[config.mk]
export PLATFORM = sky130hd
export DESIGN_NAME = cei_top
export DESIGN_NICKNAME = d
export VERILOG_FILES = /design/src/design/cei_pkg.sv /design/src/design/cei_cnt_if.sv /design/src/design/cei_top.sv /design/src/design/cei_err_counters.sv /design/src/design/cei_irq_prio.sv
export VERILOG_INCLUDE_DIRS = /design/src /design/src/design
export SDC_FILE = /design/constraint.sdc
export NUM_CORES = 1
export LEC_CHECK = 0
export BUFFER_PORTS_ARGS = -buffer_cell sky130_fd_sc_hd__buf_2
export CAP_MARGIN = 10
export CORE_UTILIZATION = 61
export CTS_CLUSTER_SIZE = 30
export DETAILED_ROUTE_END_ITERATION = 6
export PLACE_DENSITY = 0.91
export SKIP_CTS_REPAIR_TIMING = 1
export SLEW_MARGIN = 20
export SYNTH_ARGS = -nofsm -noshare
export SYNTH_HDL_FRONTEND = slang
export SYNTH_HIERARCHICAL = 1
export SYNTH_SLANG_ARGS = --single-unit
[constraint.sdc]
create_clock -name i_ref_clk -period 3.6 [get_ports i_ref_clk]
set_input_delay 0.72 -clock i_ref_clk [delete_from_list [all_inputs] [get_ports i_ref_clk]]
set_output_delay 0.72 -clock i_ref_clk [all_outputs]
set_load 0.03 [all_outputs]
[src/design/cei_defs.svh]
`ifndef CEI_DEFS_SVH
`define CEI_DEFS_SVH

// Register byte offsets
`define CEI_OFF_IRQ_EN 8'h00
`define CEI_OFF_IRQ_FLAG 8'h04
`define CEI_OFF_MASKED_WR 8'h08
`define CEI_OFF_ERR_FLAG 8'h0C
`define CEI_OFF_TX_CNT 8'h10
`define CEI_OFF_RX_CNT 8'h14
`define CEI_OFF_STATUS 8'h18
`define CEI_OFF_CTRL 8'h1C

// Interrupt flag bit positions
`define CEI_FB_RX0 0
`define CEI_FB_RX1 1
`define CEI_FB_TX0 2
`define CEI_FB_TX1 3
`define CEI_FB_TX2 4
`define CEI_FB_ERR 5
`define CEI_FB_WAKE 6
`define CEI_FB_MERR 7

// Error flag bit positions
`define CEI_EB_WARN 0
`define CEI_EB_RX_WARN 1
`define CEI_EB_TX_WARN 2
`define CEI_EB_RX_PASSIVE 3
`define CEI_EB_TX_PASSIVE 4
`define CEI_EB_BUS_OFF 5
`define CEI_EB_RX0_OVR 6
`define CEI_EB_RX1_OVR 7

// Control bit positions
`define CEI_CB_SLEEP 0
`define CEI_CB_SOFT_RST 1
`define CEI_CB_LISTEN 2

// Reset values
`define CEI_RST_IRQ_EN 8'h00
`define CEI_RST_IRQ_FLAG 8'h00

// Counter limits
`define CEI_WARN_LIMIT 9'h060
`define CEI_PASSIVE_LIMIT 9'h080
`define CEI_BUSOFF_LIMIT 9'h0FF
`define CEI_REC_RESUME 8'h78
`define CEI_TX_ERR_STEP 9'h008
`define CEI_RX_SEV_STEP 8'h08

// Timing counts
`define CEI_RECOV_BITS 4'hB
`define CEI_RECOV_RUNS 8'h80
`define CEI_OST_CYCLES 8'h80

`endif

[src/design/cei_pkg.sv]
package cei_pkg;

   typedef enum logic [2:0]
   {
      CEI_ST_ACTIVE = 3'b001,
      CEI_ST_PASSIVE = 3'b010,
      CEI_ST_BUS_OFF = 3'b100
   } cei_err_state_e;

endpackage

[src/design/cei_cnt_if.sv]
`timescale 1ns/1ps
interface cei_cnt_if;
   logic rx_err;
   logic rx_err_sev;
   logic tx_err;
   logic rx_ok;
   logic tx_ok;
   logic bit_tick;
   logic bus_recessive;
   logic [7:0] rx_error_count;
   logic [8:0] tx_error_count;
   logic [5:0] err_levels;
   cei_pkg::cei_err_state_e state;

   modport core
   (
      output rx_err, rx_err_sev, tx_err, rx_ok, tx_ok, bit_tick, bus_recessive,
      input rx_error_count, tx_error_count, err_levels, state
   );
   modport cnt
   (
      input rx_err, rx_err_sev, tx_err, rx_ok, tx_ok, bit_tick, bus_recessive,
      output rx_error_count, tx_error_count, err_levels, state
   );
endinterface

[src/design/cei_top.sv]
// Notes on behaviour
// Receive and transmit error counters kept and readable by software outside the start-up hold, which also clears both counters.
// Error-active while both counters stay below 128.
// Error-passive once either counter reaches 128 or more.
// Bus-off when transmit counter passes 255; held until recovery seen.
// Leave bus-off after 128 runs of 11 recessive bits, back to active.
// Warning flag set when either counter reaches 96, cleared below.
// Eight interrupt sources, each with enable bit and flag bit.
// Interrupt pin low while any enabled flag is set.
// Clearing a flag is ignored while its setting condition persists.
// Software should clear flags with the masked write, not plain writes.
// Software may set flags; an enabled one raises the interrupt.
// Interrupt code shows only enabled pending sources, next one after clear.
// Fixed code priority: none, error, wake, tx0-2, rx0-1.
// Transmit flag set when its buffer becomes empty.
// Receive flag set after end of frame of a stored message.
// Message error flag set on any transmit or receive error.
// Bus activity in sleep sets wake flag, exits to listen-only; the start-up hold that the wake starts clears the flag one cycle later.
// Error interrupt on receive overflow or any error state change.
// Overflow bit set when target buffer still full; software clears.
// Error flags: warnings, passive per side, bus-off.
// Logic held in reset 128 cycles after any reset or wake.
// Software waits out the start-up hold before any access.
// Counters follow the usual fault confinement steps.
`timescale 1ns/1ps
`include "cei_defs.svh"
module cei_top
(
   input wire logic i_ref_clk,
   input wire logic i_reset_n,
   input wire logic i_psel,
   input wire logic i_penable,
   input wire logic i_pwrite,
   input wire logic [7:0] i_paddr,
   input wire logic [31:0] i_pwdata,
   output logic [31:0] o_prdata,
   output logic o_pready,
   output logic o_pslverr,
   input wire logic i_bit_clk,
   input wire logic i_can_rx,
   input wire logic i_rx_err,
   input wire logic i_rx_err_sev,
   input wire logic i_tx_err,
   input wire logic i_rx_ok,
   input wire logic i_tx_ok,
   input wire logic [2:0] i_tx_empty,
   input wire logic [1:0] i_rx_loaded,
   input wire logic [1:0] i_rx_full,
   input wire logic [1:0] i_rx_overflow,
   output logic o_int_n,
   output logic o_core_hold,
   output logic o_sleep,
   output logic o_listen_only,
   output logic o_bus_off
);
   logic bit_clk_s1_r;
   logic bit_clk_s2_r;
   logic bit_clk_d_r;
   logic can_rx_s1_r;
   logic can_rx_s2_r;
   logic can_rx_d_r;
   logic [7:0] ost_cnt_r;
   logic ost_busy;
   logic core_rst_n;
   logic [7:0] irq_en_r;
   logic [7:0] irq_flag_r;
   logic [7:0] irq_flag_nxt;
   logic [1:0] ovr_r;
   logic [5:0] levels_d_r;
   logic sleep_r;
   logic listen_r;
   logic soft_rst_r;
   logic wake_evt;
   logic acc;
   logic wr_hit;
   logic [7:0] set_evt;
   logic [7:0] persist;
   logic [7:0] wr_mask;
   logic [7:0] wr_val;
   logic [7:0] pending;
   logic [2:0] irq_code;
   logic [7:0] err_flags;
   logic [31:0] rd_data;
   logic rd_ok;

   cei_cnt_if cnt_bus();

   // Pins from the bus side cross in through two flops each
   always_ff @(posedge i_ref_clk)
   begin
      if (!i_reset_n)
      begin
         bit_clk_s1_r <= 1'b0;
         bit_clk_s2_r <= 1'b0;
         bit_clk_d_r <= 1'b0;
         can_rx_s1_r <= 1'b1;
         can_rx_s2_r <= 1'b1;
         can_rx_d_r <= 1'b1;
      end
      else
      begin
         bit_clk_s1_r <= i_bit_clk;
         bit_clk_s2_r <= bit_clk_s1_r;
         bit_clk_d_r <= bit_clk_s2_r;
         can_rx_s1_r <= i_can_rx;
         can_rx_s2_r <= can_rx_s1_r;
         can_rx_d_r <= can_rx_s2_r;
      end
   end

   // Start-up hold, restarted by pin reset, soft reset and wake
   always_ff @(posedge i_ref_clk)
   begin
      if (!i_reset_n || soft_rst_r || wake_evt)
         ost_cnt_r <= 8'h00;
      else if (ost_cnt_r != `CEI_OST_CYCLES)
         ost_cnt_r <= ost_cnt_r + 8'h01;
   end

   assign ost_busy = ost_cnt_r != `CEI_OST_CYCLES;
   assign core_rst_n = !ost_busy;

   assign cnt_bus.rx_err = i_rx_err;
   assign cnt_bus.rx_err_sev = i_rx_err_sev;
   assign cnt_bus.tx_err = i_tx_err;
   assign cnt_bus.rx_ok = i_rx_ok;
   assign cnt_bus.tx_ok = i_tx_ok;
   assign cnt_bus.bit_tick = bit_clk_s2_r && !bit_clk_d_r;
   assign cnt_bus.bus_recessive = can_rx_s2_r;

   cei_err_counters u_counters
   (
      .i_clk(i_ref_clk),
      .i_rst_n(core_rst_n),
      .bus(cnt_bus.cnt)
   );

   // Falling edge on the receive line is bus activity
   assign wake_evt = sleep_r && core_rst_n && can_rx_d_r && !can_rx_s2_r;

   // APB: every access answers one cycle after penable, none during the hold
   assign acc = i_psel && i_penable && o_pready;
   assign wr_hit = acc && i_pwrite;

   always_ff @(posedge i_ref_clk)
   begin
      if (!i_reset_n)
      begin
         o_pready <= 1'b0;
         o_pslverr <= 1'b0;
         o_prdata <= 32'h0000_0000;
      end
      else
      begin
         o_pready <= i_psel && i_penable && !o_pready && !ost_busy;
         // No error or data during the hold, so nothing shows without pready
         o_pslverr <= i_psel && i_penable && !o_pready && !ost_busy && !rd_ok;
         o_prdata <= (i_psel && i_penable && !o_pready && !ost_busy && !i_pwrite) ? rd_data
            : 32'h0000_0000;
      end
   end

   always_comb
   begin
      rd_ok = 1'b1;
      rd_data = 32'h0000_0000;
      case (i_paddr)
         `CEI_OFF_IRQ_EN: rd_data[7:0] = irq_en_r;
         `CEI_OFF_IRQ_FLAG: rd_data[7:0] = irq_flag_r;
         `CEI_OFF_MASKED_WR: rd_data[7:0] = irq_flag_r;
         `CEI_OFF_ERR_FLAG: rd_data[7:0] = err_flags;
         `CEI_OFF_TX_CNT: rd_data[8:0] = cnt_bus.tx_error_count;
         `CEI_OFF_RX_CNT: rd_data[7:0] = cnt_bus.rx_error_count;
         `CEI_OFF_STATUS: rd_data[7:0] = {cnt_bus.state, irq_code, listen_r, sleep_r};
         `CEI_OFF_CTRL: rd_data[7:0] = {5'h00, listen_r, 1'b0, sleep_r};
         default: rd_ok = 1'b0;
      endcase
   end

   always_ff @(posedge i_ref_clk)
   begin
      if (!core_rst_n)
         irq_en_r <= `CEI_RST_IRQ_EN;
      else if (wr_hit && i_paddr == `CEI_OFF_IRQ_EN)
         irq_en_r <= i_pwdata[7:0];
   end

   always_ff @(posedge i_ref_clk)
   begin
      if (!core_rst_n)
         soft_rst_r <= 1'b0;
      else
         soft_rst_r <= wr_hit && i_paddr == `CEI_OFF_CTRL && i_pwdata[`CEI_CB_SOFT_RST];
   end

   always_ff @(posedge i_ref_clk)
   begin
      if (!i_reset_n || soft_rst_r)
      begin
         sleep_r <= 1'b0;
         listen_r <= 1'b0;
      end
      else if (wake_evt)
      begin
         sleep_r <= 1'b0;
         listen_r <= 1'b1;
      end
      else if (wr_hit && i_paddr == `CEI_OFF_CTRL && core_rst_n)
      begin
         sleep_r <= i_pwdata[`CEI_CB_SLEEP];
         listen_r <= i_pwdata[`CEI_CB_LISTEN];
      end
   end

   // Overflow bits: set wins over a software clear in the same cycle
   always_ff @(posedge i_ref_clk)
   begin
      if (!core_rst_n)
         ovr_r <= 2'b00;
      else if (wr_hit && i_paddr == `CEI_OFF_ERR_FLAG)
         ovr_r <= (ovr_r & i_pwdata[7:6]) | i_rx_overflow;
      else
         ovr_r <= ovr_r | i_rx_overflow;
   end

   always_ff @(posedge i_ref_clk)
   begin
      if (!core_rst_n)
         levels_d_r <= 6'h00;
      else
         levels_d_r <= cnt_bus.err_levels;
   end

   assign err_flags = {ovr_r, cnt_bus.err_levels};

   always_comb
   begin
      set_evt = 8'h00;
      set_evt[`CEI_FB_RX0] = i_rx_loaded[0];
      set_evt[`CEI_FB_RX1] = i_rx_loaded[1];
      set_evt[`CEI_FB_TX0] = i_tx_empty[0];
      set_evt[`CEI_FB_TX1] = i_tx_empty[1];
      set_evt[`CEI_FB_TX2] = i_tx_empty[2];
      set_evt[`CEI_FB_ERR] = (|i_rx_overflow) || (levels_d_r != cnt_bus.err_levels);
      set_evt[`CEI_FB_WAKE] = wake_evt;
      set_evt[`CEI_FB_MERR] = i_rx_err || i_rx_err_sev || i_tx_err;
   end

   // Conditions still standing keep their flag against a clear
   always_comb
   begin
      persist = 8'h00;
      persist[`CEI_FB_RX0] = i_rx_full[0];
      persist[`CEI_FB_RX1] = i_rx_full[1];
      persist[`CEI_FB_TX0] = i_tx_empty[0];
      persist[`CEI_FB_TX1] = i_tx_empty[1];
      persist[`CEI_FB_TX2] = i_tx_empty[2];
      persist[`CEI_FB_ERR] = |ovr_r;
   end

   // Plain write touches every bit; masked write only the mask bits
   always_comb
   begin
      wr_mask = 8'h00;
      wr_val = 8'h00;
      if (wr_hit && i_paddr == `CEI_OFF_IRQ_FLAG)
      begin
         wr_mask = 8'hFF;
         wr_val = i_pwdata[7:0];
      end
      else if (wr_hit && i_paddr == `CEI_OFF_MASKED_WR)
      begin
         wr_mask = i_pwdata[15:8];
         wr_val = i_pwdata[7:0];
      end
      irq_flag_nxt = (irq_flag_r & ~wr_mask) | (wr_val & wr_mask);
      irq_flag_nxt = irq_flag_nxt | set_evt | (irq_flag_r & persist);
   end

   always_ff @(posedge i_ref_clk)
   begin
      if (!core_rst_n)
         irq_flag_r <= `CEI_RST_IRQ_FLAG;
      else
         irq_flag_r <= irq_flag_nxt;
   end

   assign pending = irq_flag_r & irq_en_r;

   cei_irq_prio u_prio
   (
      .i_clk(i_ref_clk),
      .i_rst_n(core_rst_n),
      .i_pending(pending),
      .o_code(irq_code)
   );

   always_ff @(posedge i_ref_clk)
   begin
      if (!core_rst_n)
      begin
         o_int_n <= 1'b1;
         o_bus_off <= 1'b0;
      end
      else
      begin
         o_int_n <= !(|pending);
         o_bus_off <= cnt_bus.state == cei_pkg::CEI_ST_BUS_OFF;
      end
   end

   always_ff @(posedge i_ref_clk)
   begin
      if (!i_reset_n)
      begin
         o_core_hold <= 1'b1;
         o_sleep <= 1'b0;
         o_listen_only <= 1'b0;
      end
      else
      begin
         o_core_hold <= ost_busy;
         o_sleep <= sleep_r;
         o_listen_only <= listen_r;
      end
   end
endmodule

[src/design/cei_err_counters.sv]
`timescale 1ns/1ps
`include "cei_defs.svh"
module cei_err_counters
(
   input wire logic i_clk,
   input wire logic i_rst_n,
   cei_cnt_if.cnt bus
);
   logic [7:0] rec_r;
   logic [8:0] tec_r;
   logic [3:0] ones_r;
   logic [7:0] runs_r;
   logic recovered;
   cei_pkg::cei_err_state_e state_r;

   assign recovered = bus.bit_tick && bus.bus_recessive && ones_r == `CEI_RECOV_BITS - 4'h1
      && runs_r == `CEI_RECOV_RUNS - 8'h01;

   // Recovery sequence: runs of recessive bits seen only while bus-off
   always_ff @(posedge i_clk)
   begin
      if (!i_rst_n || state_r != cei_pkg::CEI_ST_BUS_OFF)
      begin
         ones_r <= 4'h0;
         runs_r <= 8'h00;
      end
      else if (bus.bit_tick)
      begin
         if (!bus.bus_recessive)
            ones_r <= 4'h0;
         else if (ones_r == `CEI_RECOV_BITS - 4'h1)
         begin
            ones_r <= 4'h0;
            runs_r <= runs_r + 8'h01;
         end
         else
            ones_r <= ones_r + 4'h1;
      end
   end

   always_ff @(posedge i_clk)
   begin
      if (!i_rst_n || recovered)
         tec_r <= 9'h000;
      else if (state_r == cei_pkg::CEI_ST_BUS_OFF)
         tec_r <= tec_r;
      else if (bus.tx_err)
         tec_r <= (tec_r > 9'h1FF - `CEI_TX_ERR_STEP) ? 9'h1FF : tec_r + `CEI_TX_ERR_STEP;
      else if (bus.tx_ok && tec_r != 9'h000)
         tec_r <= tec_r - 9'h001;
   end

   always_ff @(posedge i_clk)
   begin
      if (!i_rst_n || recovered)
         rec_r <= 8'h00;
      else if (state_r == cei_pkg::CEI_ST_BUS_OFF)
         rec_r <= rec_r;
      else if (bus.rx_err_sev)
         rec_r <= (rec_r > 8'hFF - `CEI_RX_SEV_STEP) ? 8'hFF : rec_r + `CEI_RX_SEV_STEP;
      else if (bus.rx_err && rec_r != 8'hFF)
         rec_r <= rec_r + 8'h01;
      else if (bus.rx_ok && {1'b0, rec_r} >= `CEI_PASSIVE_LIMIT)
         rec_r <= `CEI_REC_RESUME;
      else if (bus.rx_ok && rec_r != 8'h00)
         rec_r <= rec_r - 8'h01;
   end

   always_ff @(posedge i_clk)
   begin
      if (!i_rst_n)
         state_r <= cei_pkg::CEI_ST_ACTIVE;
      else
      begin
         case (state_r)
            cei_pkg::CEI_ST_ACTIVE, cei_pkg::CEI_ST_PASSIVE:
               if (tec_r > `CEI_BUSOFF_LIMIT)
                  state_r <= cei_pkg::CEI_ST_BUS_OFF;
               else if (tec_r >= `CEI_PASSIVE_LIMIT || {1'b0, rec_r} >= `CEI_PASSIVE_LIMIT)
                  state_r <= cei_pkg::CEI_ST_PASSIVE;
               else
                  state_r <= cei_pkg::CEI_ST_ACTIVE;
            cei_pkg::CEI_ST_BUS_OFF:
               if (recovered)
                  state_r <= cei_pkg::CEI_ST_ACTIVE;
            default:
               state_r <= cei_pkg::CEI_ST_ACTIVE;
         endcase
      end
   end

   assign bus.rx_error_count = rec_r;
   assign bus.tx_error_count = tec_r;
   assign bus.state = state_r;
   assign bus.err_levels[`CEI_EB_RX_WARN] = {1'b0, rec_r} >= `CEI_WARN_LIMIT;
   assign bus.err_levels[`CEI_EB_TX_WARN] = tec_r >= `CEI_WARN_LIMIT;
   assign bus.err_levels[`CEI_EB_WARN] = {1'b0, rec_r} >= `CEI_WARN_LIMIT
      || tec_r >= `CEI_WARN_LIMIT;
   assign bus.err_levels[`CEI_EB_RX_PASSIVE] = {1'b0, rec_r} >= `CEI_PASSIVE_LIMIT;
   assign bus.err_levels[`CEI_EB_TX_PASSIVE] = tec_r >= `CEI_PASSIVE_LIMIT;
   assign bus.err_levels[`CEI_EB_BUS_OFF] = state_r == cei_pkg::CEI_ST_BUS_OFF;
endmodule

[src/design/cei_irq_prio.sv]
`timescale 1ns/1ps
`include "cei_defs.svh"
module cei_irq_prio
(
   input wire logic i_clk,
   input wire logic i_rst_n,
   input wire logic [7:0] i_pending,
   output logic [2:0] o_code
);
   logic [2:0] code_nxt;

   // Lower code wins; message error has no code of its own
   always_comb
   begin
      code_nxt = 3'h0;
      if (i_pending[`CEI_FB_ERR])
         code_nxt = 3'h1;
      else if (i_pending[`CEI_FB_WAKE])
         code_nxt = 3'h2;
      else if (i_pending[`CEI_FB_TX0])
         code_nxt = 3'h3;
      else if (i_pending[`CEI_FB_TX1])
         code_nxt = 3'h4;
      else if (i_pending[`CEI_FB_TX2])
         code_nxt = 3'h5;
      else if (i_pending[`CEI_FB_RX0])
         code_nxt = 3'h6;
      else if (i_pending[`CEI_FB_RX1])
         code_nxt = 3'h7;
   end

   always_ff @(posedge i_clk)
   begin
      if (!i_rst_n)
         o_code <= 3'h0;
      else
         o_code <= code_nxt;
   end
endmodule

==> run summary, run 1 <==
status -> complete, no violations
Synth cell types -> 78
max-slew violation count -> 0
Worst Hold Class -> flop to flop
Core ar. -> 0.00876 mm²
final std cells w/o fill -> 817
post-synthesis xor/xnor area fraction -> 3.48%
placed cells -> 801
Synth Area in Simple Gates -> 24.0%
Post-Syn Instances -> 662
Final Cycle Share -> 73.0%
CP required -> 3.86 ns
die area -> 0.00945 mm²
initial antenna violation count -> 0
Hold Fails Final Rpt -> 0
maxcap violations -> 0
Synth top cells by count -> 92 x dfxtp_1, 56 x a21oi_1, 46 x nor2_1
IO buf count -> 60
clk_lat worst skew -> 0.37 ns
CTS Sinks -> 92
Worst Setup End Kind -> flop
via count -> 5353
Rows -> 34
CP Data Arrival Time -> 2.88 ns
Detailed Routing Iterations Pass 1 -> 6
GRT Overall Usage -> 31.4%
largest net degree at the start of global routing -> 23
DRT iter0 DRCs -> 632
vias in the first global route -> 4947
share of layout cells above drive strength 1 -> 16.4%
Setup TNS -> 0 ns
Setup Skew -> 0.0104 ns
FF+latch count, synth -> 92
Reg clk slew, reported paths -> 0.10 ns
Mapped Area -> 0.00553 mm²
Layout Nets -> 783
Final Setup Violations -> 0
startpoint types -> flop
Root Buffer -> clkbuf_8
top cell type's share of synthesized area -> 33.3%
I/O pin count -> 100
number of buffers created by CTS -> 9
Post-Syn Area per Cell -> 8.36 µm²
vias per cell -> 6.55
DRC errors left -> 0
area share of fa/ha/maj cells after synthesis -> 4.07%
Routed WL per cell -> 18.2 µm
crit path max fanout -> 22
critical-path cell list -> inv_1, ha_1, nand2_1, or4_1, buf_4, inv_1, buf_4, inv_1, o41ai_1
H-tree levels -> 3
RSZ-0062 raised after global routing -> no
Fmax -> 0.381 GHz
top post-synthesis cells by area -> dfxtp_1 33%, a21oi_1 5.1%, ha_1 4.1%, buf_4 3.1%, nor2_1 3.1%
Critical path origin -> ost_cnt_r[0]
main combinational cell family by area after synthesis -> simple AND/OR/NAND/NOR gates
Pleak -> 2.33 nW
Slew @ Worst Pin -> 1.09 ns
Peak VDD IR -> 0.311 mV
Cell Pwr Density -> 326 mW/mm²
Max stage delay on crit path -> 0.46 ns
critical path buffer and inverter count -> 5
first-pass GRT wire length -> 24.4 mm
Post-DRT Antenna Nets -> 0
Synth warnings -> 6
Die H -> 97.2 µm
placed wire-length estimate -> 10.4 mm
count leader, synth -> dfxtp_1
Main synth FF type -> dfxtp_1
CTS max path bufs -> 2
ANT cells -> 0
Util after Layout -> 68.4%
Initial Utilization -> 63.1%
Synth area leader -> dfxtp_1
most frequent CP cell -> inv_1
hold path start -> can_rx_s1_r
post-synthesis mux area share -> 4.03%
GPL Wtd Cong -> 0.922
Slew headroom -> 27.0%
register area share after synthesis -> 33.3%
DRT Wirelength -> 14.9 mm
async set-reset flop share out of synthesis -> 0%
number of synthesized flops with an enable pin -> 0
post-layout min period -> 2.63 ns
reg2reg start -> ost_cnt_r[0]
CTS tree -> done
die width -> 97.2 µm
Setup Crit Path Kind -> flop to flop
GRT overflow -> 0
compound-cell area share of the yosys netlist -> 23.5%
CP top delay family -> buffers and inverters
Slowest cell on crit path -> or4_1
area grow syn2layout -> 8.39%
path summary, 6_finish.rpt:
check / end / slack (ns) / depth (start not counted)
max: u_prio/o_code[0] / 0.97 / 9
min: can_rx_s2_r / 0.43 / 1
max reg2reg: u_prio/o_code[0] / 0.97 / 9
min reg2reg: can_rx_s2_r / 0.43 / 1
worst reg2reg max path: stages (launching register included):
cell,delay (ns)
dfxtp_1,0.38
inv_1,0.08
ha_1,0.13
nand2_1,0.04
or4_1,0.46
buf_4,0.23
inv_1,0.38
buf_4,0.32
inv_1,0.08
o41ai_1,0.39
where the power goes:
group / switching [mW] / internal [mW]
Combinational: 0.116 / 0.0532
Sequential: 0.00605 / 1.02
Clock: 0.415 / 0.339
Total: 0.537 / 1.41
per-layer routing:
layer / track usage [%] / vias to the layer above / share of wire, % / wire (µm)
met5: 0 / - / 0 / 0
met4: 11.2 / 0 / 2.7 / 397
met3: 5.47 / 51 / 8.9 / 1320
met2: 51.5 / 319 / 48 / 7120
met1: 41.7 / 2500 / 41 / 6050
li1: - / 2483 / - / -
layout make-up:
| cell class | instances | area (µm²) |
|---|---|---|
| inverters | 25 | 93.8 |
| flip-flops and latches | 92 | 1840 |
| multi-input cells | 509 | 3360 |
| fillers | 698 | 2770 |
| clock inverters | 7 | 92.6 |
| repair buffers | 67 | 353 |
| well taps | 108 | 135 |
| clock buffers | 9 | 124 |
metrics by stage:
stage	setup WS (ns)	power, mW	cell area, µm²	hold WS (ns)
2_1_floorplan	1.19	1.18	5610	0.386
3_3_place_gp	0.885	1.21	5780	0.398
3_5_place_dp	0.848	1.22	5780	0.408
4_1_cts	1.02	1.96	6000	0.436
5_1_grt	0.852	2.01	6000	0.456
6_report	0.973	1.95	6000	0.430
sequential cells by signal, indices dropped and copies added, names as in the netlist, 3 cells and up:
signal,flops
u_counters/runs_r,8
u_counters/bus.rx_error_count,8
u_prio/o_code,3
u_counters/bus.tx_error_count,9
irq_flag_r,8
u_counters/bus.state,3
ost_cnt_r,8
irq_en_r,8
o_prdata,9
levels_d_r,6
u_counters/ones_r,4
kinds of logic after synthesis:
family	Yosys count
AO/OA/AOI/OAI	185
XOR/XNOR	22
adder cells (fa/ha/maj)	18
buffers and inverters	83
flip-flops	92
multiplexers	18
other	1
AND/OR/NAND/NOR	243
placed cells by master, fill, tap and decap left out, types with 15 or more instances in the layout:
cell type  synthesis  final
a21oi_1           56     56
and2_1            20     20
buf_2              9     60
conb_1             1     23
dfxtp_1           92     92
ha_1              18     18
inv_1             23     23
nand2_1           37     37
nand3_1           34     34
nor2_1            46     46
nor3_1            15     15
o21ai_0           26     26
Note: power is estimated with default switching activity, not from simulation.
==> inputs of run 2 (changes only) <==
--- a/config.mk
+++ b/config.mk
@@ -6,12 +6,13 @@
 export SDC_FILE = /design/constraint.sdc
 export NUM_CORES = 1
 export LEC_CHECK = 0
+export ABC_AREA = 1
 export BUFFER_PORTS_ARGS = -buffer_cell sky130_fd_sc_hd__buf_2
 export CAP_MARGIN = 10
-export CORE_UTILIZATION = 61
+export CORE_UTILIZATION = 52
 export CTS_CLUSTER_SIZE = 30
 export DETAILED_ROUTE_END_ITERATION = 6
-export PLACE_DENSITY = 0.91
+export PLACE_DENSITY = 0.83
 export SKIP_CTS_REPAIR_TIMING = 1
 export SLEW_MARGIN = 20
 export SYNTH_ARGS = -nofsm -noshare
==> constraint.sdc (replaced) <==
create_clock -name i_ref_clk -period 2.1 [get_ports i_ref_clk]
set_input_delay 0.42 -clock i_ref_clk [delete_from_list [all_inputs] [get_ports i_ref_clk]]
set_output_delay 0.42 -clock i_ref_clk [all_outputs]
set_load 0.03 [all_outputs]
==> run 2 against run 1 <==
- critical path depth is 1 higher
- global-route usage is 7.9 points lower
- sequential power is 71% higher
- total power is 63% higher
- cell area is 5.1% higher
- count of clock-buffer cells in the layout stayed put
- clock skew is 0.0014 ns lower
- largest power group unchanged
- highest routed layer unchanged
==> run summary, run 2 <==
status -> complete, no violations (unchanged)
GRT overflow -> 0 (unchanged)
H-tree levels -> 3 (unchanged)
max-slew violation count -> 0 (unchanged)
RSZ-0062 raised after global routing -> no (unchanged)
CTS tree -> done (unchanged)
WHS Path Cells -> 3 (was 1)
FILL cells -> 1009 (was 698)
Initial Utilization -> 53.5% (was 63.1%)
startpoint types -> flop (unchanged)
Setup Skew -> 0.00893 ns (was 0.0104 ns)
Reg clk slew, reported paths -> 0.10 ns (about the same)
Mapped Area -> 0.00580 mm² (was 0.00553 mm²)
crit path max fanout -> 12 (was 22)
most common cell after layout, fill and taps aside -> nand2_1 (was dfxtp_1)
footprint of the multi-input gates -> 0.00327 mm² (was 0.00336 mm²)
Layout Nets -> 979 (was 783)
share of layout cells above drive strength 1 -> 19.0% (was 16.4%)
Routed WL per cell -> 12.6 µm (was 18.2 µm)
Peak VDD IR -> 0.308 mV (was 0.311 mV)
most frequent cells in the layout -> 168 x nand2_1, 102 x nand3_1, 101 x inv_1, 99 x nor2_1, 92 x dfxtp_1 (was 92 x dfxtp_1, 60 x buf_2, 56 x a21oi_1, 46 x nor2_1, 37 x nand2_1)
die area -> 0.0116 mm² (was 0.00945 mm²)
Detailed Routing Iterations Pass 1 -> 5 (was 6)
Post-Syn Area per Cell -> 6.92 µm² (was 8.36 µm²)
Setup TNS -> 0 ns (unchanged)
Post-DRT Antenna Nets -> 0 (unchanged)
CTS Sinks -> 92 (unchanged)
initial antenna violation count -> 0 (unchanged)
Die H -> 108 µm (was 97.2 µm)
CP Data Arrival Time -> 2.09 ns (was 2.88 ns)
DRC errors left -> 0 (unchanged)
most frequent CP cell -> nand2_2 (was inv_1)
FF+latch area -> 0.00184 mm² (unchanged)
reg-to-reg slack, setup -> 0.29 ns (was 0.97 ns)
DRT iter0 DRCs -> 468 (was 632)
largest net degree at the start of global routing -> 26 (was 23)
FF-to-FF End -> u_counters/bus.tx_error_count[1] (was u_prio/o_code[0])
reg2reg start -> bit_clk_s2_r (was ost_cnt_r[0])
post-layout min period -> 1.81 ns (was 2.63 ns)
first-pass GRT wire length -> 21.5 mm (was 24.4 mm)
vias per cell -> 5.18 (was 6.55)
vias in the first global route -> 4611 (was 4947)
Slowest cell on crit path -> dfxtp_1 (was or4_1)
FF-to-FF path depth -> 10 (was 9)
die width -> 108 µm (was 97.2 µm)
number of buffers created by CTS -> 9 (unchanged)
Core ar. -> 0.0108 mm² (was 0.00876 mm²)
Hold Fails Final Rpt -> 0 (unchanged)
Max stage delay on crit path -> 0.34 ns (was 0.46 ns)
CTS max path bufs -> 2 (unchanged)
hold endpoint -> bit_clk_s1_r (was can_rx_s2_r)
Post-Syn Instances -> 838 (was 662)
placed wire-length estimate -> 10.1 mm (was 10.4 mm)
critical-path cell list -> inv_1, nor2_2, nand2_2, nor2_4, nand3_2, nor3_2, nand2_2, nand2_4, inv_2, and3_1 (was inv_1, ha_1, nand2_1, or4_1, buf_4, inv_1, buf_4, inv_1, o41ai_1)
ANT cells -> 0 (unchanged)
Root Buffer -> clkbuf_8 (unchanged)
Final Setup Violations -> 0 (unchanged)
Cell Pwr Density -> 506 mW/mm² (was 326 mW/mm²)
maxcap violations -> 0 (unchanged)
hold path start -> i_bit_clk (was can_rx_s1_r)
Setup Crit Path Kind -> flop to flop (unchanged)
via count -> 5408 (was 5353)
Pleak -> 2.92 nW (was 2.33 nW)
Worst Setup End Kind -> flop (unchanged)
Rows -> 38 (was 34)
Worst Hold Class -> primary input to flop (was flop to flop)
I/O pin count -> 100 (unchanged)
CP required -> 2.38 ns (was 3.86 ns)
Synth warnings -> 6 (unchanged)
GPL Wtd Cong -> 0.916 (was 0.922)
area grow syn2layout -> 8.66% (was 8.39%)
clk_lat worst skew -> 0.38 ns (was 0.37 ns)
GRT Overall Usage -> 23.5% (was 31.4%)
Util after Layout -> 58.1% (was 68.4%)
Fmax -> 0.552 GHz (was 0.381 GHz)
DRT Wirelength -> 13.2 mm (was 14.9 mm)
Final Cycle Share -> 86.3% (was 73.0%)
IO buf count -> 60 (unchanged)
run 2: metrics by stage:
stage / std cells / setup WS, ns / hold slack (ns) / total power [mW] / cell area [µm²]
after floorplan: 860 / 0.438 / 0.390 / 2.01 / 5880
after global placement: 1029 / 0.242 / 0.397 / 2.06 / 6100
after detailed placement: 1029 / 0.195 / 0.401 / 2.06 / 6100
after CTS: 1045 / 0.165 / 0.199 / 3.21 / 6300
after global routing: 1045 / 0.114 / 0.200 / 3.32 / 6300
final: 1045 / 0.287 / 0.215 / 3.19 / 6300
run 2: how the worst max path moves through the flow:
stage / start / endpoint / slack (ns) / depth (start not counted)
4_1_cts: bit_clk_s2_r / u_counters/bus.tx_error_count[1] / 0.16 / 10
3_3_place_gp: bit_clk_s2_r / u_counters/bus.tx_error_count[1] / 0.24 / 10
3_5_place_dp: bit_clk_s2_r / u_counters/bus.tx_error_count[1] / 0.20 / 10
6_report: bit_clk_s2_r / u_counters/bus.tx_error_count[1] / 0.29 / 10
2_1_floorplan: ost_cnt_r[0] / u_counters/ones_r[0] / 0.44 / 11
5_1_grt: bit_clk_s2_r / u_counters/bus.rx_error_count[1] / 0.11 / 11
run 2: cell type report:
type | instances | area share, %
clock buffers | 9 | 1.97
clock inverters | 7 | 1.07
inverters | 117 | 7.11
multi-input cells | 611 | 52.0
flip-flops and latches | 92 | 29.2
well taps | 140 | 2.78
repair buffers | 69 | 5.84
run 2: metal layers:
layer	vias to the layer above	share of wire (%)	track usage (%)
li1	2764	-	-
met1	2415	47	31.7
met2	206	45	37.5
met3	23	5.8	4.66
met4	0	1.8	7.44
met5	-	0	0
run 2: power by group:
part	total, mW	switching (mW)	leakage (nW)	internal (mW)
sequential	1.76	0.00758	0.743	1.75
clock	1.16	0.701	0.0954	0.461
combinational	0.267	0.187	2.09	0.0797
run 2: critical path, delay by kind of cell (launching register included):
kind | cells | cell delay (ns)
flops | 1 | 0.34
simple gates | 8 | 1.24
buf+inv | 2 | 0.14
==> inputs of run 3 (changes only) <==
--- a/config.mk
+++ b/config.mk
@@ -12,6 +12,7 @@
 export CORE_UTILIZATION = 52
 export CTS_CLUSTER_SIZE = 30
 export DETAILED_ROUTE_END_ITERATION = 6
+export GPL_TIMING_DRIVEN = 0
 export PLACE_DENSITY = 0.83
 export SKIP_CTS_REPAIR_TIMING = 1
 export SLEW_MARGIN = 20
==> run 3 against run 2 <==
- non-clock buffer count up 31
- clock skew down 0.0026 ns
- total power up 1.2%
- maximum frequency down 1.9%
- via count up 2.9%
- cell area up 4.1%
- sequential share of layout area down 1.2 points
- setup slack worse by 0.035 ns
- sequential power about the same
==> run summary, run 3 (synthesized netlist as in run 2, its figures left out) <==
Detailed Routing Iterations Pass 1 -> 5 (unchanged)
Peak VDD IR -> 0.467 mV (was 0.308 mV)
CP required -> 2.37 ns (was 2.38 ns)
final instance area -> 0.00656 mm² (was 0.00630 mm²)
vias in the first global route -> 4765 (was 4611)
I/O pin count -> 100 (unchanged)
DRT iter0 DRCs -> 493 (was 468)
Root Buffer -> clkbuf_8 (unchanged)
Worst Hold Class -> primary input to flop (unchanged)
H-tree levels -> 3 (unchanged)
Final Cycle Share -> 88.0% (was 86.3%)
GRT overflow -> 0 (unchanged)
initial antenna violation count -> 0 (unchanged)
CTS Sinks -> 92 (unchanged)
Initial Utilization -> 53.5% (unchanged)
CP top delay family -> simple AND/OR/NAND/NOR gates (unchanged)
Hold Fails Final Rpt -> 0 (unchanged)
Final Setup Violations -> 0 (unchanged)
critical-path cell list -> inv_1, nor2_1, nand2_2, nor2_4, nand3_2, nor3_2, nand2_2, nand2_4, buf_4, a21oi_1 (was inv_1, nor2_2, nand2_2, nor2_4, nand3_2, nor3_2, nand2_2, nand2_4, inv_2, and3_1)
critical path buffer and inverter count -> 2 (unchanged)
Setup Skew -> 0.00632 ns (was 0.00893 ns)
worst setup margin -> 0.252 ns (was 0.287 ns)
CTS max path bufs -> 2 (unchanged)
clk_lat worst skew -> 0.38 ns (about the same)
Util after Layout -> 60.5% (was 58.1%)
Routed WL per cell -> 12.7 µm (was 12.6 µm)
Slowest cell on crit path -> dfxtp_1 (unchanged)
Area after DPL -> 0.00635 mm² (was 0.00610 mm²)
startpoint types -> flop (unchanged)
RSZ-0062 raised after global routing -> no (unchanged)
Pleak -> 3.09 nW (was 2.92 nW)
status -> complete, no violations (unchanged)
Worst Setup End Kind -> flop (unchanged)
area grow syn2layout -> 13.1% (was 8.66%)
Layout Nets -> 1010 (was 979)
Core ar. -> 0.0108 mm² (unchanged)
DRC errors left -> 0 (unchanged)
via count -> 5563 (was 5408)
Reg clk slew, reported paths -> 0.09 ns (was 0.10 ns)
die area -> 0.0116 mm² (unchanged)
Setup Crit Path Kind -> flop to flop (unchanged)
Setup TNS -> 0 ns (unchanged)
GRT Overall Usage -> 24.2% (was 23.5%)
vias per cell -> 5.17 (was 5.18)
Rows -> 38 (unchanged)
Slew @ Worst Pin -> 0.502 ns
most common cell after layout, fill and taps aside -> nand2_1 (unchanged)
largest net degree at the start of global routing -> 16 (was 26)
ANT cells -> 0 (unchanged)
most frequent CP cell -> nand2_2 (unchanged)
Slew headroom -> 66.3%
number of buffers created by CTS -> 9 (unchanged)
IO buf count -> 60 (unchanged)
maxcap violations -> 0 (unchanged)
most frequent cells in the layout -> 168 x nand2_1, 102 x nand3_1, 101 x inv_1, 100 x nor2_1, 92 x dfxtp_1 (was 168 x nand2_1, 102 x nand3_1, 101 x inv_1, 99 x nor2_1, 92 x dfxtp_1)
die width -> 108 µm (unchanged)
Max stage delay on crit path -> 0.34 ns (about the same)
FILL cells -> 1030 (was 1009)
GPL Wtd Cong -> 0.960 (was 0.916)
Fmax -> 0.541 GHz (was 0.552 GHz)
placed wire-length estimate -> 10.6 mm (was 10.1 mm)
Post-DRT Antenna Nets -> 0 (unchanged)
crit path max fanout -> 10 (was 12)
first-pass GRT wire length -> 22.1 mm (was 21.5 mm)
max-slew violation count -> 0 (unchanged)
Die H -> 108 µm (unchanged)
CP Data Arrival Time -> 2.12 ns (was 2.09 ns)
post-place setup slack -> 0.111 ns (was 0.195 ns)
Cell Pwr Density -> 492 mW/mm² (was 506 mW/mm²)
CTS tree -> done (unchanged)
Tot Pwr -> 3.23 mW (was 3.19 mW)
post-layout min period -> 1.85 ns (was 1.81 ns)
share of layout cells above drive strength 1 -> 21.5% (was 19.0%)
DRT Wirelength -> 13.7 mm (was 13.2 mm)
[run 3: changes by cell type in the layout (fill, tap and decap cells not counted), sizes merged]
cell / before / now
clkinvlp: 1 / 3
clkinv: 6 / 3
buf: 69 / 99
inv: 117 / 115
clkbuf: 9 / 13
[run 3: per-stage QoR]
step / cells / hold slack [ns]
after floorplan: 860 / 0.390
after global placement: 1060 / 0.394
after detailed placement: 1060 / 0.400
after CTS: 1076 / 0.230
after global routing: 1076 / 0.239
final: 1076 / 0.229
[run 3: area by class of cell]
cell class / count / area [µm²] / area share [%]
buffer: 40 / 324 / 4.94
clock buffer: 12 / 165 / 2.52
clock inverter: 4 / 31.3 / 0.477
inverter: 117 / 448 / 6.83
multi-input combinational: 611 / 3270 / 49.9
sequential: 92 / 1840 / 28.1
tap: 140 / 175 / 2.67
timing repair buffer: 60 / 300 / 4.58
[run 3: worst paths after layout]
kind	from	endpoint	slack, ns	cells after the start
worst max-delay path	bit_clk_s2_r	u_counters/bus.rx_error_count[5]	0.25	10
worst min-delay path	i_bit_clk	bit_clk_s1_r	0.23	3
worst max register to register	bit_clk_s2_r	u_counters/bus.rx_error_count[5]	0.25	10
worst min register to register	bit_clk_s1_r	bit_clk_s2_r	0.42	2
[run 3: power by group]
group | total, mW | leakage (nW) | internal (mW) | switching [mW]
registers | 1.76 | 0.743 | 1.75 | 0.00737
logic | 0.301 | 2.25 | 0.108 | 0.193
clock network | 1.17 | 0.0913 | 0.531 | 0.635
[run 3: worst register-to-register path, cell delays in order (launching register included)]
cell and delay (ns):
dfxtp_1 0.34, inv_1 0.04, nor2_1 0.29, nand2_2 0.14, nor2_4 0.17, nand3_2 0.12
nor3_2 0.18, nand2_2 0.12, nand2_4 0.09, buf_4 0.18, a21oi_1 0.07
[run 3: per-layer routing]
metal	GRT usage (%)	share of wire [%]	vias up
li1	-	-	2818
met2	38.4	46	224
met3	5.21	7.1	29
met5	0	0	-
met1	32.7	45	2492
met4	7.53	1.7	0
